<file path="src/hw/bwep_pkg.sv">
// constants for the block write/execute protection logic
// assumes a one-bit-wide serial i/o space addressed by bit displacement
// Notes on behaviour
// RULE_01: i/o reset clears all control bits
// RULE_02: polarity jumper inverts write-protect bit meaning
// RULE_03: write-protect bits reset to zero, unprotected
// RULE_04: global switch protects all blocks regardless
// RULE_05: four blocks, one write-protect bit each
// RULE_06: bits 0 to 3 read back written value
// RULE_07: fetch from protected block flags violation
// RULE_08: bits 4 to 7 execute protect, readback
// RULE_09: write violation latches, bit 8, lamp
// RULE_10: execute violation latches, bit 9, lamp
// RULE_11: latched indicator ignores further violations
// RULE_12: bit 8 one clears, zero rearms
// RULE_13: bit 11 zero clears, one rearms
// RULE_14: interrupt only on selected level
// RULE_15: execute violation never deselects memory
// RULE_16: board window is sixteen consecutive bits
// RULE_17: indicators set and hold until cleared
// RULE_18: protected block write strobe suppressed
// RULE_19: bit 9 write removes board memory
// RULE_20: any board access sets accessed indicator
// RULE_21: bit 10 reads switch, writes user lamp
// RULE_22: bits 12 to 15 are flag bits

package bwep_pkg;
   localparam int NUM_BLOCKS = 4;
   localparam int WINDOW_BITS = 4;          // 16 i/o bits per board
   localparam logic [3:0] BIT_WP0 = 4'h0;   // bits 0..3
   localparam logic [3:0] BIT_XP0 = 4'h4;   // bits 4..7
   localparam logic [3:0] BIT_VIOL_CLR = 4'h8;
   localparam logic [3:0] BIT_XVIOL_REMOVE = 4'h9;
   localparam logic [3:0] BIT_SWITCH_LAMP = 4'ha;
   localparam logic [3:0] BIT_ACCESSED = 4'hb;
   localparam logic [3:0] BIT_FLAG0 = 4'hc; // bits 12..15
   localparam logic [3:0] WP_RESET = 4'h0;
   localparam logic [3:0] XP_RESET = 4'h0;
   localparam logic [3:0] FLAG_RESET = 4'h0;
   localparam logic VIOL_CLR_RESET = 1'b0;
   localparam logic ACC_ARM_RESET = 1'b0;
   localparam logic REMOVE_RESET = 1'b0;
   localparam logic USER_LAMP_RESET = 1'b0;
endpackage

</file>
<file path="src/hw/bwep_latch.sv">
// set-and-hold indicator with a level clear
// set and clear come from logic on the same clock
`timescale 1ns/1ps
`default_nettype none
module bwep_latch (
   // clock and reset
   input wire logic ref_clk,
   input wire logic rst_b,
   // control
   input wire logic set_evt,
   input wire logic clr_hold,
   // state
   output logic q
);
   logic q_r;
   logic q_nxt;

   // clear level holds the latch empty, as the clear pin of a flip-flop would
   always_comb begin
      q_nxt = q_r;
      if (clr_hold) begin
         q_nxt = 1'b0; // RULE_17
      end else if (set_evt) begin
         q_nxt = 1'b1; // RULE_11
      end
   end

   always_ff @(posedge ref_clk or negedge rst_b) begin
      if (!rst_b) begin
         q_r <= 1'b0;
      end else begin
         q_r <= q_nxt;
      end
   end

   assign q = q_r;
endmodule
`default_nettype wire

</file>
<file path="src/hw/bwep_top.sv">
// block write/execute protection for a battery-backed memory board
// assumes the host decodes its memory range into mem_access and the block index,
// and reaches control bits one at a time over a plain bit-addressed port
`timescale 1ns/1ps
`default_nettype none
module bwep_top #(
   parameter int IO_ADDR_W = 12,
   parameter int NUM_LEVELS = 4,
   parameter logic [IO_ADDR_W-5:0] BOARD_BASE = 8'h00
) (
   // clock and reset
   input wire logic ref_clk,
   input wire logic rst_b,
   // bit-serial i/o port
   input wire logic [IO_ADDR_W-1:0] io_addr,
   input wire logic io_wdata,
   input wire logic io_wr,
   input wire logic io_rd,
   output logic io_rdata,
   // memory bus side, already range decoded
   input wire logic mem_access,
   input wire logic mem_write,
   input wire logic mem_fetch,
   input wire logic [1:0] mem_block,
   output logic mem_select,
   output logic mem_write_enable,
   // straps and switches on pins
   input wire logic protect_polarity_jumper,
   input wire logic global_write_protect_switch,
   input wire logic [NUM_LEVELS-1:0] interrupt_level_selector,
   // lamps and interrupts
   output logic write_violation_lamp,
   output logic execute_violation_lamp,
   output logic user_lamp,
   output logic [NUM_LEVELS-1:0] int_request
);
   localparam int PIN_W = NUM_LEVELS + 2;

   // control bits
   logic [bwep_pkg::NUM_BLOCKS-1:0] wp_r, wp_nxt;
   logic [bwep_pkg::NUM_BLOCKS-1:0] xp_r, xp_nxt;
   logic [3:0] flag_r, flag_nxt;
   logic viol_clr_r, viol_clr_nxt;
   logic acc_arm_r, acc_arm_nxt;
   logic remove_r, remove_nxt;
   logic user_lamp_r, user_lamp_nxt;
   // pin synchroniser
   logic [PIN_W-1:0] pin_s1_r, pin_s2_r, pin_s3_r, pin_f_r, pin_f_nxt;
   logic polarity_f;
   logic switch_protect_f;
   logic [NUM_LEVELS-1:0] level_f;
   // decode and protection
   logic board_hit;
   logic [3:0] bit_sel;
   logic [bwep_pkg::NUM_BLOCKS-1:0] blk_wprot;
   logic live_access;
   logic wv_set, xv_set, acc_set;
   logic wv_q, xv_q, acc_q;
   // registered outputs
   logic io_rdata_r, io_rdata_nxt;
   logic mem_select_r, mem_select_nxt;
   logic mem_we_r, mem_we_nxt;
   logic wlamp_r, wlamp_nxt;
   logic xlamp_r, xlamp_nxt;
   logic [NUM_LEVELS-1:0] int_r, int_nxt;
   logic rd_bit;

   // straps may move at any time; a level counts once stages two and three agree
   always_comb begin
      pin_f_nxt = pin_f_r;
      for (int i = 0; i < PIN_W; i++) begin
         if (pin_s2_r[i] == pin_s3_r[i]) begin
            pin_f_nxt[i] = pin_s3_r[i];
         end
      end
   end

   always_ff @(posedge ref_clk or negedge rst_b) begin
      if (!rst_b) begin
         pin_s1_r <= '0;
         pin_s2_r <= '0;
         pin_s3_r <= '0;
         pin_f_r <= '0;
      end else begin
         pin_s1_r <= {interrupt_level_selector, global_write_protect_switch, protect_polarity_jumper};
         pin_s2_r <= pin_s1_r;
         pin_s3_r <= pin_s2_r;
         pin_f_r <= pin_f_nxt;
      end
   end

   assign polarity_f = pin_f_r[0];
   assign switch_protect_f = pin_f_r[1];
   assign level_f = pin_f_r[PIN_W-1:2];

   // sixteen-bit window per board, so a neighbour starts at base plus 16
   assign board_hit = (io_addr[IO_ADDR_W-1:bwep_pkg::WINDOW_BITS] == BOARD_BASE); // RULE_16
   assign bit_sel = io_addr[bwep_pkg::WINDOW_BITS-1:0];

   // i/o writes into control bits
   always_comb begin
      wp_nxt = wp_r;
      xp_nxt = xp_r;
      flag_nxt = flag_r;
      viol_clr_nxt = viol_clr_r;
      acc_arm_nxt = acc_arm_r;
      remove_nxt = remove_r;
      user_lamp_nxt = user_lamp_r;
      if (io_wr && board_hit) begin
         unique case (bit_sel[3:2])
            2'h0: begin
               wp_nxt[bit_sel[1:0]] = io_wdata; // RULE_05
            end
            2'h1: begin
               xp_nxt[bit_sel[1:0]] = io_wdata; // RULE_08
            end
            2'h2: begin
               unique case (bit_sel[1:0])
                  2'h0: viol_clr_nxt = io_wdata; // RULE_12
                  2'h1: remove_nxt = io_wdata; // RULE_19
                  2'h2: user_lamp_nxt = io_wdata; // RULE_21
                  2'h3: acc_arm_nxt = io_wdata; // RULE_13
               endcase
            end
            2'h3: begin
               flag_nxt[bit_sel[1:0]] = io_wdata; // RULE_22
            end
         endcase
      end
   end

   // everything clears on i/o reset, leaving lamps dark and memory open while the polarity jumper and switch are off
   always_ff @(posedge ref_clk or negedge rst_b) begin
      if (!rst_b) begin
         wp_r <= bwep_pkg::WP_RESET; // RULE_03
         xp_r <= bwep_pkg::XP_RESET; // RULE_01
         flag_r <= bwep_pkg::FLAG_RESET;
         viol_clr_r <= bwep_pkg::VIOL_CLR_RESET;
         acc_arm_r <= bwep_pkg::ACC_ARM_RESET;
         remove_r <= bwep_pkg::REMOVE_RESET;
         user_lamp_r <= bwep_pkg::USER_LAMP_RESET;
      end else begin
         wp_r <= wp_nxt;
         xp_r <= xp_nxt;
         flag_r <= flag_nxt;
         viol_clr_r <= viol_clr_nxt;
         acc_arm_r <= acc_arm_nxt;
         remove_r <= remove_nxt;
         user_lamp_r <= user_lamp_nxt;
      end
   end

   // per-block protection; jumper flips the sense of the software bits
   always_comb begin
      for (int b = 0; b < bwep_pkg::NUM_BLOCKS; b++) begin
         blk_wprot[b] = switch_protect_f | (wp_r[b] ^ polarity_f); // RULE_02 RULE_04
      end
   end

   // a removed board sees no access at all, so nothing latches either
   assign live_access = mem_access & ~remove_r; // RULE_19
   assign wv_set = live_access & mem_write & blk_wprot[mem_block]; // RULE_09
   assign xv_set = live_access & mem_fetch & xp_r[mem_block]; // RULE_07
   assign acc_set = live_access; // RULE_20

   // write and execute latches share the bit 8 clear; one holds them empty
   bwep_latch u_wv_latch (
      .ref_clk(ref_clk),
      .rst_b(rst_b),
      .set_evt(wv_set),
      .clr_hold(viol_clr_r), // RULE_12
      .q(wv_q)
   );

   bwep_latch u_xv_latch (
      .ref_clk(ref_clk),
      .rst_b(rst_b),
      .set_evt(xv_set),
      .clr_hold(viol_clr_r), // RULE_12
      .q(xv_q)
   );

   // accessed latch clears on a zero, the opposite sense of bit 8
   bwep_latch u_acc_latch (
      .ref_clk(ref_clk),
      .rst_b(rst_b),
      .set_evt(acc_set),
      .clr_hold(~acc_arm_r), // RULE_13
      .q(acc_q)
   );

   // read mux, one bit per displacement
   always_comb begin
      rd_bit = 1'b0;
      unique case (bit_sel[3:2])
         2'h0: rd_bit = wp_r[bit_sel[1:0]]; // RULE_06
         2'h1: rd_bit = xp_r[bit_sel[1:0]]; // RULE_08
         2'h2: begin
            unique case (bit_sel[1:0])
               2'h0: rd_bit = wv_q; // RULE_09
               2'h1: rd_bit = xv_q; // RULE_10
               2'h2: rd_bit = ~switch_protect_f; // RULE_21
               2'h3: rd_bit = acc_q; // RULE_20
            endcase
         end
         2'h3: rd_bit = flag_r[bit_sel[1:0]]; // RULE_22
      endcase
   end

   // outputs; the fetch path never gates select, only the lamp and interrupt
   always_comb begin
      io_rdata_nxt = io_rd & board_hit & rd_bit;
      mem_select_nxt = live_access; // RULE_15
      mem_we_nxt = live_access & mem_write & ~blk_wprot[mem_block]; // RULE_18
      wlamp_nxt = wv_q; // RULE_09
      xlamp_nxt = xv_q; // RULE_10
      int_nxt = level_f & {NUM_LEVELS{wv_q | xv_q}}; // RULE_14
   end

   always_ff @(posedge ref_clk or negedge rst_b) begin
      if (!rst_b) begin
         io_rdata_r <= 1'b0;
         mem_select_r <= 1'b0;
         mem_we_r <= 1'b0;
         wlamp_r <= 1'b0;
         xlamp_r <= 1'b0;
         int_r <= '0;
      end else begin
         io_rdata_r <= io_rdata_nxt;
         mem_select_r <= mem_select_nxt;
         mem_we_r <= mem_we_nxt;
         wlamp_r <= wlamp_nxt;
         xlamp_r <= xlamp_nxt;
         int_r <= int_nxt;
      end
   end

   assign io_rdata = io_rdata_r;
   assign mem_select = mem_select_r;
   assign mem_write_enable = mem_we_r;
   assign write_violation_lamp = wlamp_r;
   assign execute_violation_lamp = xlamp_r;
   assign user_lamp = user_lamp_r;
   assign int_request = int_r;
endmodule
`default_nettype wire

</file>
<file path="config.mk">
export PLATFORM = sky130hd
export DESIGN_NAME = bwep_top
export DESIGN_NICKNAME = d
export VERILOG_FILES = /design/src/hw/bwep_pkg.sv /design/src/hw/bwep_latch.sv /design/src/hw/bwep_top.sv
export SDC_FILE = /design/constraint.sdc
export NUM_CORES = 1
export LEC_CHECK = 0
export ABC_AREA = 0
export BUFFER_PORTS_ARGS = -buffer_cell sky130_fd_sc_hd__buf_2
export CORE_ASPECT_RATIO = 0.8
export CORE_MARGIN = 2
export CORE_UTILIZATION = 35
export CTS_CLUSTER_DIAMETER = 40
export DETAILED_ROUTE_END_ITERATION = 10
export SYNTH_ARGS = -nofsm -noshare
export SYNTH_HDL_FRONTEND = slang
export SYNTH_SLANG_ARGS = --single-unit
</file>
<file path="constraint.sdc">
create_clock -name ref_clk -period 2 [get_ports ref_clk]
set_clock_uncertainty 0.2 [all_clocks]
set_input_delay 0.1 -clock ref_clk [delete_from_list [all_inputs] [get_ports ref_clk]]
set_output_delay 0.1 -clock ref_clk [all_outputs]
set_load 0.02 [all_outputs]
</file>
==> impl_results.md <==
* Hold WC Path Type: primary input to flip-flop
* Outcome: finished clean
* Final setup violating endpoints at 0
* Area delta synth->final at 24.37%
* Max Cap Viol at 0
* Lkg Pwr at 1.155 nW
* N_diodes at 0
* Sw Share at 22.23%
* Final worst path period share at 88.30%
* Worst Tran Pin Value at 0.5581 ns
* Mean area per synthesized cell at 14.91 um2
* Post-synthesis sequential area ratio at between 60% and 70%
* Sequential share of power at roughly 56%
* Die ar. at 6469 um2
* H-tree levels at 2
* Unique masters post-synth at 27
* Via-to-Cell Ratio at 4.750
* Post-synthesis xor/xnor area fraction at 0.4287%
* Synth warn at 0
* Clock power frac at 35.6%
* Chip height at 72.34 um
* Clock sink total at 52
* Vias at 1273
* CTS tree: yes
* Synth Area in Compound Gates at under 10%
* Cell Area, Synth at around 2000 um2
* Dpl hpwl at 2719 um
* Clock latency on the worst-skew pair at 0.30 ns
* FF+latch area at between 1000 and 1500 um2
* TritonCTS Buffers at 5
* Total negative slack at 0 ns
* Largest net degree at the start of global routing at 29
* Final Non-Filler Cells at 268
* First-pass GRT wire length at 6306 um
* Post-Synthesis Cells at 137
* Fillers at 500
* Total track usage at 12.80%
* GRT Residual Overflow at 0
* Worst slew margin at 62.79%
* Port bufs at 37
* Endpoint class of the critical path: flip-flop
* Fin. max-slew vios at 0
* Mux cell area share after synthesis at between 15 and 20%
* Comb pwr share at 8.5%
* Top-level port count at 38
* Peak Freq at 566.3 MHz
* Core area at around 5600 um2
* Switch Pwr at approximately 0.44 mW
* Power density over the cells at 784.8 nW/um2
* Required time at the worst-slack endpoint at 2.00 ns
* CTS clock-pin slew for the worst setup and hold paths at 0.09 ns
* Largest family of logic cells by synthesized area: multiplexers
* CP Launch Type: primary input
* Multi-input logic area at 684.4 um2
* Crit path launch: io_addr[2]
* CP Capture Point: xp_r[2]$_DFFE_PN0P_
* Initial antenna violation count at 0
* CTS Root Cell: clkbuf_8
* DRC errors left at 0
* GP Congestion at 0.8865
* Die X at approximately 89 um
* Rows at 24
* Reg2Reg Setup Slack at 0.31 ns
* Placed cell count at 247
* Vias in the first global route at 1369
* Cell-internal power at 1.551 mW
* Number of synthesized register bits at 52
* Worst Hold Path Cells at 2
* DRT iter0 DRCs at between 100 and 150
* Syn Nets at about 170
* Number of gates resized after CTS at 0
* Post-Synth Adder-Cell Area at 2.939%
* CP Class: primary input to flip-flop
* Max Root-Sink Buffers at 2
* Final hold viol count at 0
* Fraction of layout cells with a size suffix above 1 at 32.63%
* Detail Route Antenna Nets at 0
* Drt total wl at 3671 um
* Min cycle time layout at 1.766 ns
* Initial cell density of the core at between 30% and 40%
* Worst R2R Path Depth at 4
* Worst flop-to-flop path startpoint: wp_r[3]$_DFFE_PN0P_
* Maximum vdd drop at 0.2376 mV
* DR WL/cell at 13.70 um
* CP Max Fanout at 7
* Drt first pass iters at 4
* Simple-gate share of the synthesized area at 12.00%
* CP arrival at 1.76 ns
* # nets final at around 220
* RSZ-0062 raised after global routing: false
* Crit Reg-Reg Endpoint: u_wv_latch.q$_DFFE_PN0P_
==> kinds of logic after synthesis <==
kind of cell,count (synthesis)
AOI/OAI and AO/OA,6
DFF,52
adders and majority gates,6
xor gates and xnor gates,1
buffers and inverters,8
muxes,23
and+or+nand+nor,41
==> flip-flops by register name (all words and copies together) (netlist names) <==
register	flops
pin_s2_r	6
acc_arm_r	1
xp_r	4
u_wv_latch.q	1
io_rdata	1
int_request	4
execute_violation_lamp	1
viol_clr_r	1
wp_r	4
u_xv_latch.q	1
flag_r	4
pin_s1_r	6
write_violation_lamp	1
mem_write_enable	1
user_lamp	1
u_acc_latch.q	1
pin_s3_r	6
remove_r	1
mem_select	1
pin_f_r	6
==> area by class of cell <==
cell class	count	area share, %
inverter	1	0.1477
multi-input combinational	77	26.93
clock inverter	2	1.526
clock buffer	6	2.856
tap	78	3.840
timing repair buffer	52	13.49
sequential	52	51.21
==> metal layers <==
layer / GRT usage, % / vias up / share of wire (%) / wire (um)
li1: - / 609 / - / -
met1: 16.98 / 618 / 44 / 1626
met2: 19.59 / 34 / 48 / 1763
met3: 2.389 / 12 / 4.4 / 162
met4: 7.629 / 0 / 3.2 / 118
met5: 0 / - / 0 / 0
==> how the worst min path moves through the flow <==
stage / start / end
after global routing: io_wdata / viol_clr_r$_DFFE_PN0P_
after global placement: rst_b / pin_s1_r[5]$_DFF_PN0_
after detailed placement: rst_b / pin_s1_r[5]$_DFF_PN0_
final: io_wdata / flag_r[0]$_DFFE_PN0P_
after floorplan: rst_b / acc_arm_r$_DFFE_PN0P_
after CTS: io_wdata / flag_r[0]$_DFFE_PN0P_
==> cells in the final DEF (no fill, tap or decap), drive strengths merged <==
cell         synthesis  routed
mux2i                1       1
maj3                 6       6
a31oi                1       1
nand4b               1       1
nor3b                1       1
mux2                16      16
a21oi                1       1
clkbuf               2       6
nor3                 2       2
xnor2                1       1
nand2                5       5
a211oi               1       1
nor2                 5       5
nand4               13      13
o21ba                1       1
and2                 3       3
buf                  5      39
o311ai               1       1
nor2b                9       9
bufinv               0       1
dfrtp               52      52
dlygate4sd3          0      13
nor4                 2       2
o21a                 1       1
mux4                 6       6
inv                  1       2
==> worst max-delay path, stage by stage <==
cell	delay, ns
dlygate4sd3_1	0.54
buf_2	0.18
and2_1	0.29
nand2_1	0.08
nor3_1	0.21
mux2_2	0.37
==> power by group through the flow <==
stage	sequential, mW	combinational, mW	clock (mW)
2_1_floorplan	1.15	0.0578	0
3_3_place_gp	1.13	0.149	0
3_5_place_dp	1.14	0.153	0
4_1_cts	1.11	0.173	0.736
5_1_grt	1.12	0.188	0.786
6_report	1.11	0.170	0.710
==> synth_stat cells (all sizes together) <==
master,n,area share (%)
o21a,1,0.37
buf,5,2.3
nand4,13,4.0
o21ba,1,0.49
mux4,6,6.6
nor3b,1,0.37
a211oi,1,0.37
inv,1,0.18
a21oi,1,0.24
xnor2,1,0.43
and2,3,0.92
nor2,5,0.92
maj3,6,2.9
clkbuf,2,0.37
nand4b,1,0.43
a31oi,1,0.31
dfrtp,52,64
mux2,16,8.8
nand2,5,0.92
mux2i,1,0.49
o311ai,1,0.43
nor4,2,1.2
nor3,2,0.49
nor2b,9,2.8
==> what timing repair did <==
item / 4_1_cts / 5_1_grt
buffers inserted: 0 / 0
endpoints found under the hold margin: 39 / 0
hold buffers: 13 / 0
==> metrics by stage <==
step	utilization, %	cell area (um2)	worst slack, ns	hold WS, ns	total power [mW]
6_report	45.74	2541	0.2340	0.01888	1.994
5_1_grt	45.74	2541	0.1525	0.02980	2.095
4_1_cts	45.74	2541	0.2876	0.01898	2.024
3_5_place_dp	41.40	2300	0.3334	-0.07126	1.289
3_3_place_gp	41.40	2300	0.3529	-0.09359	1.282
2_1_floorplan	-	2043	0.4165	-0.3956	1.205
Power figures use the tool's default switching activity.
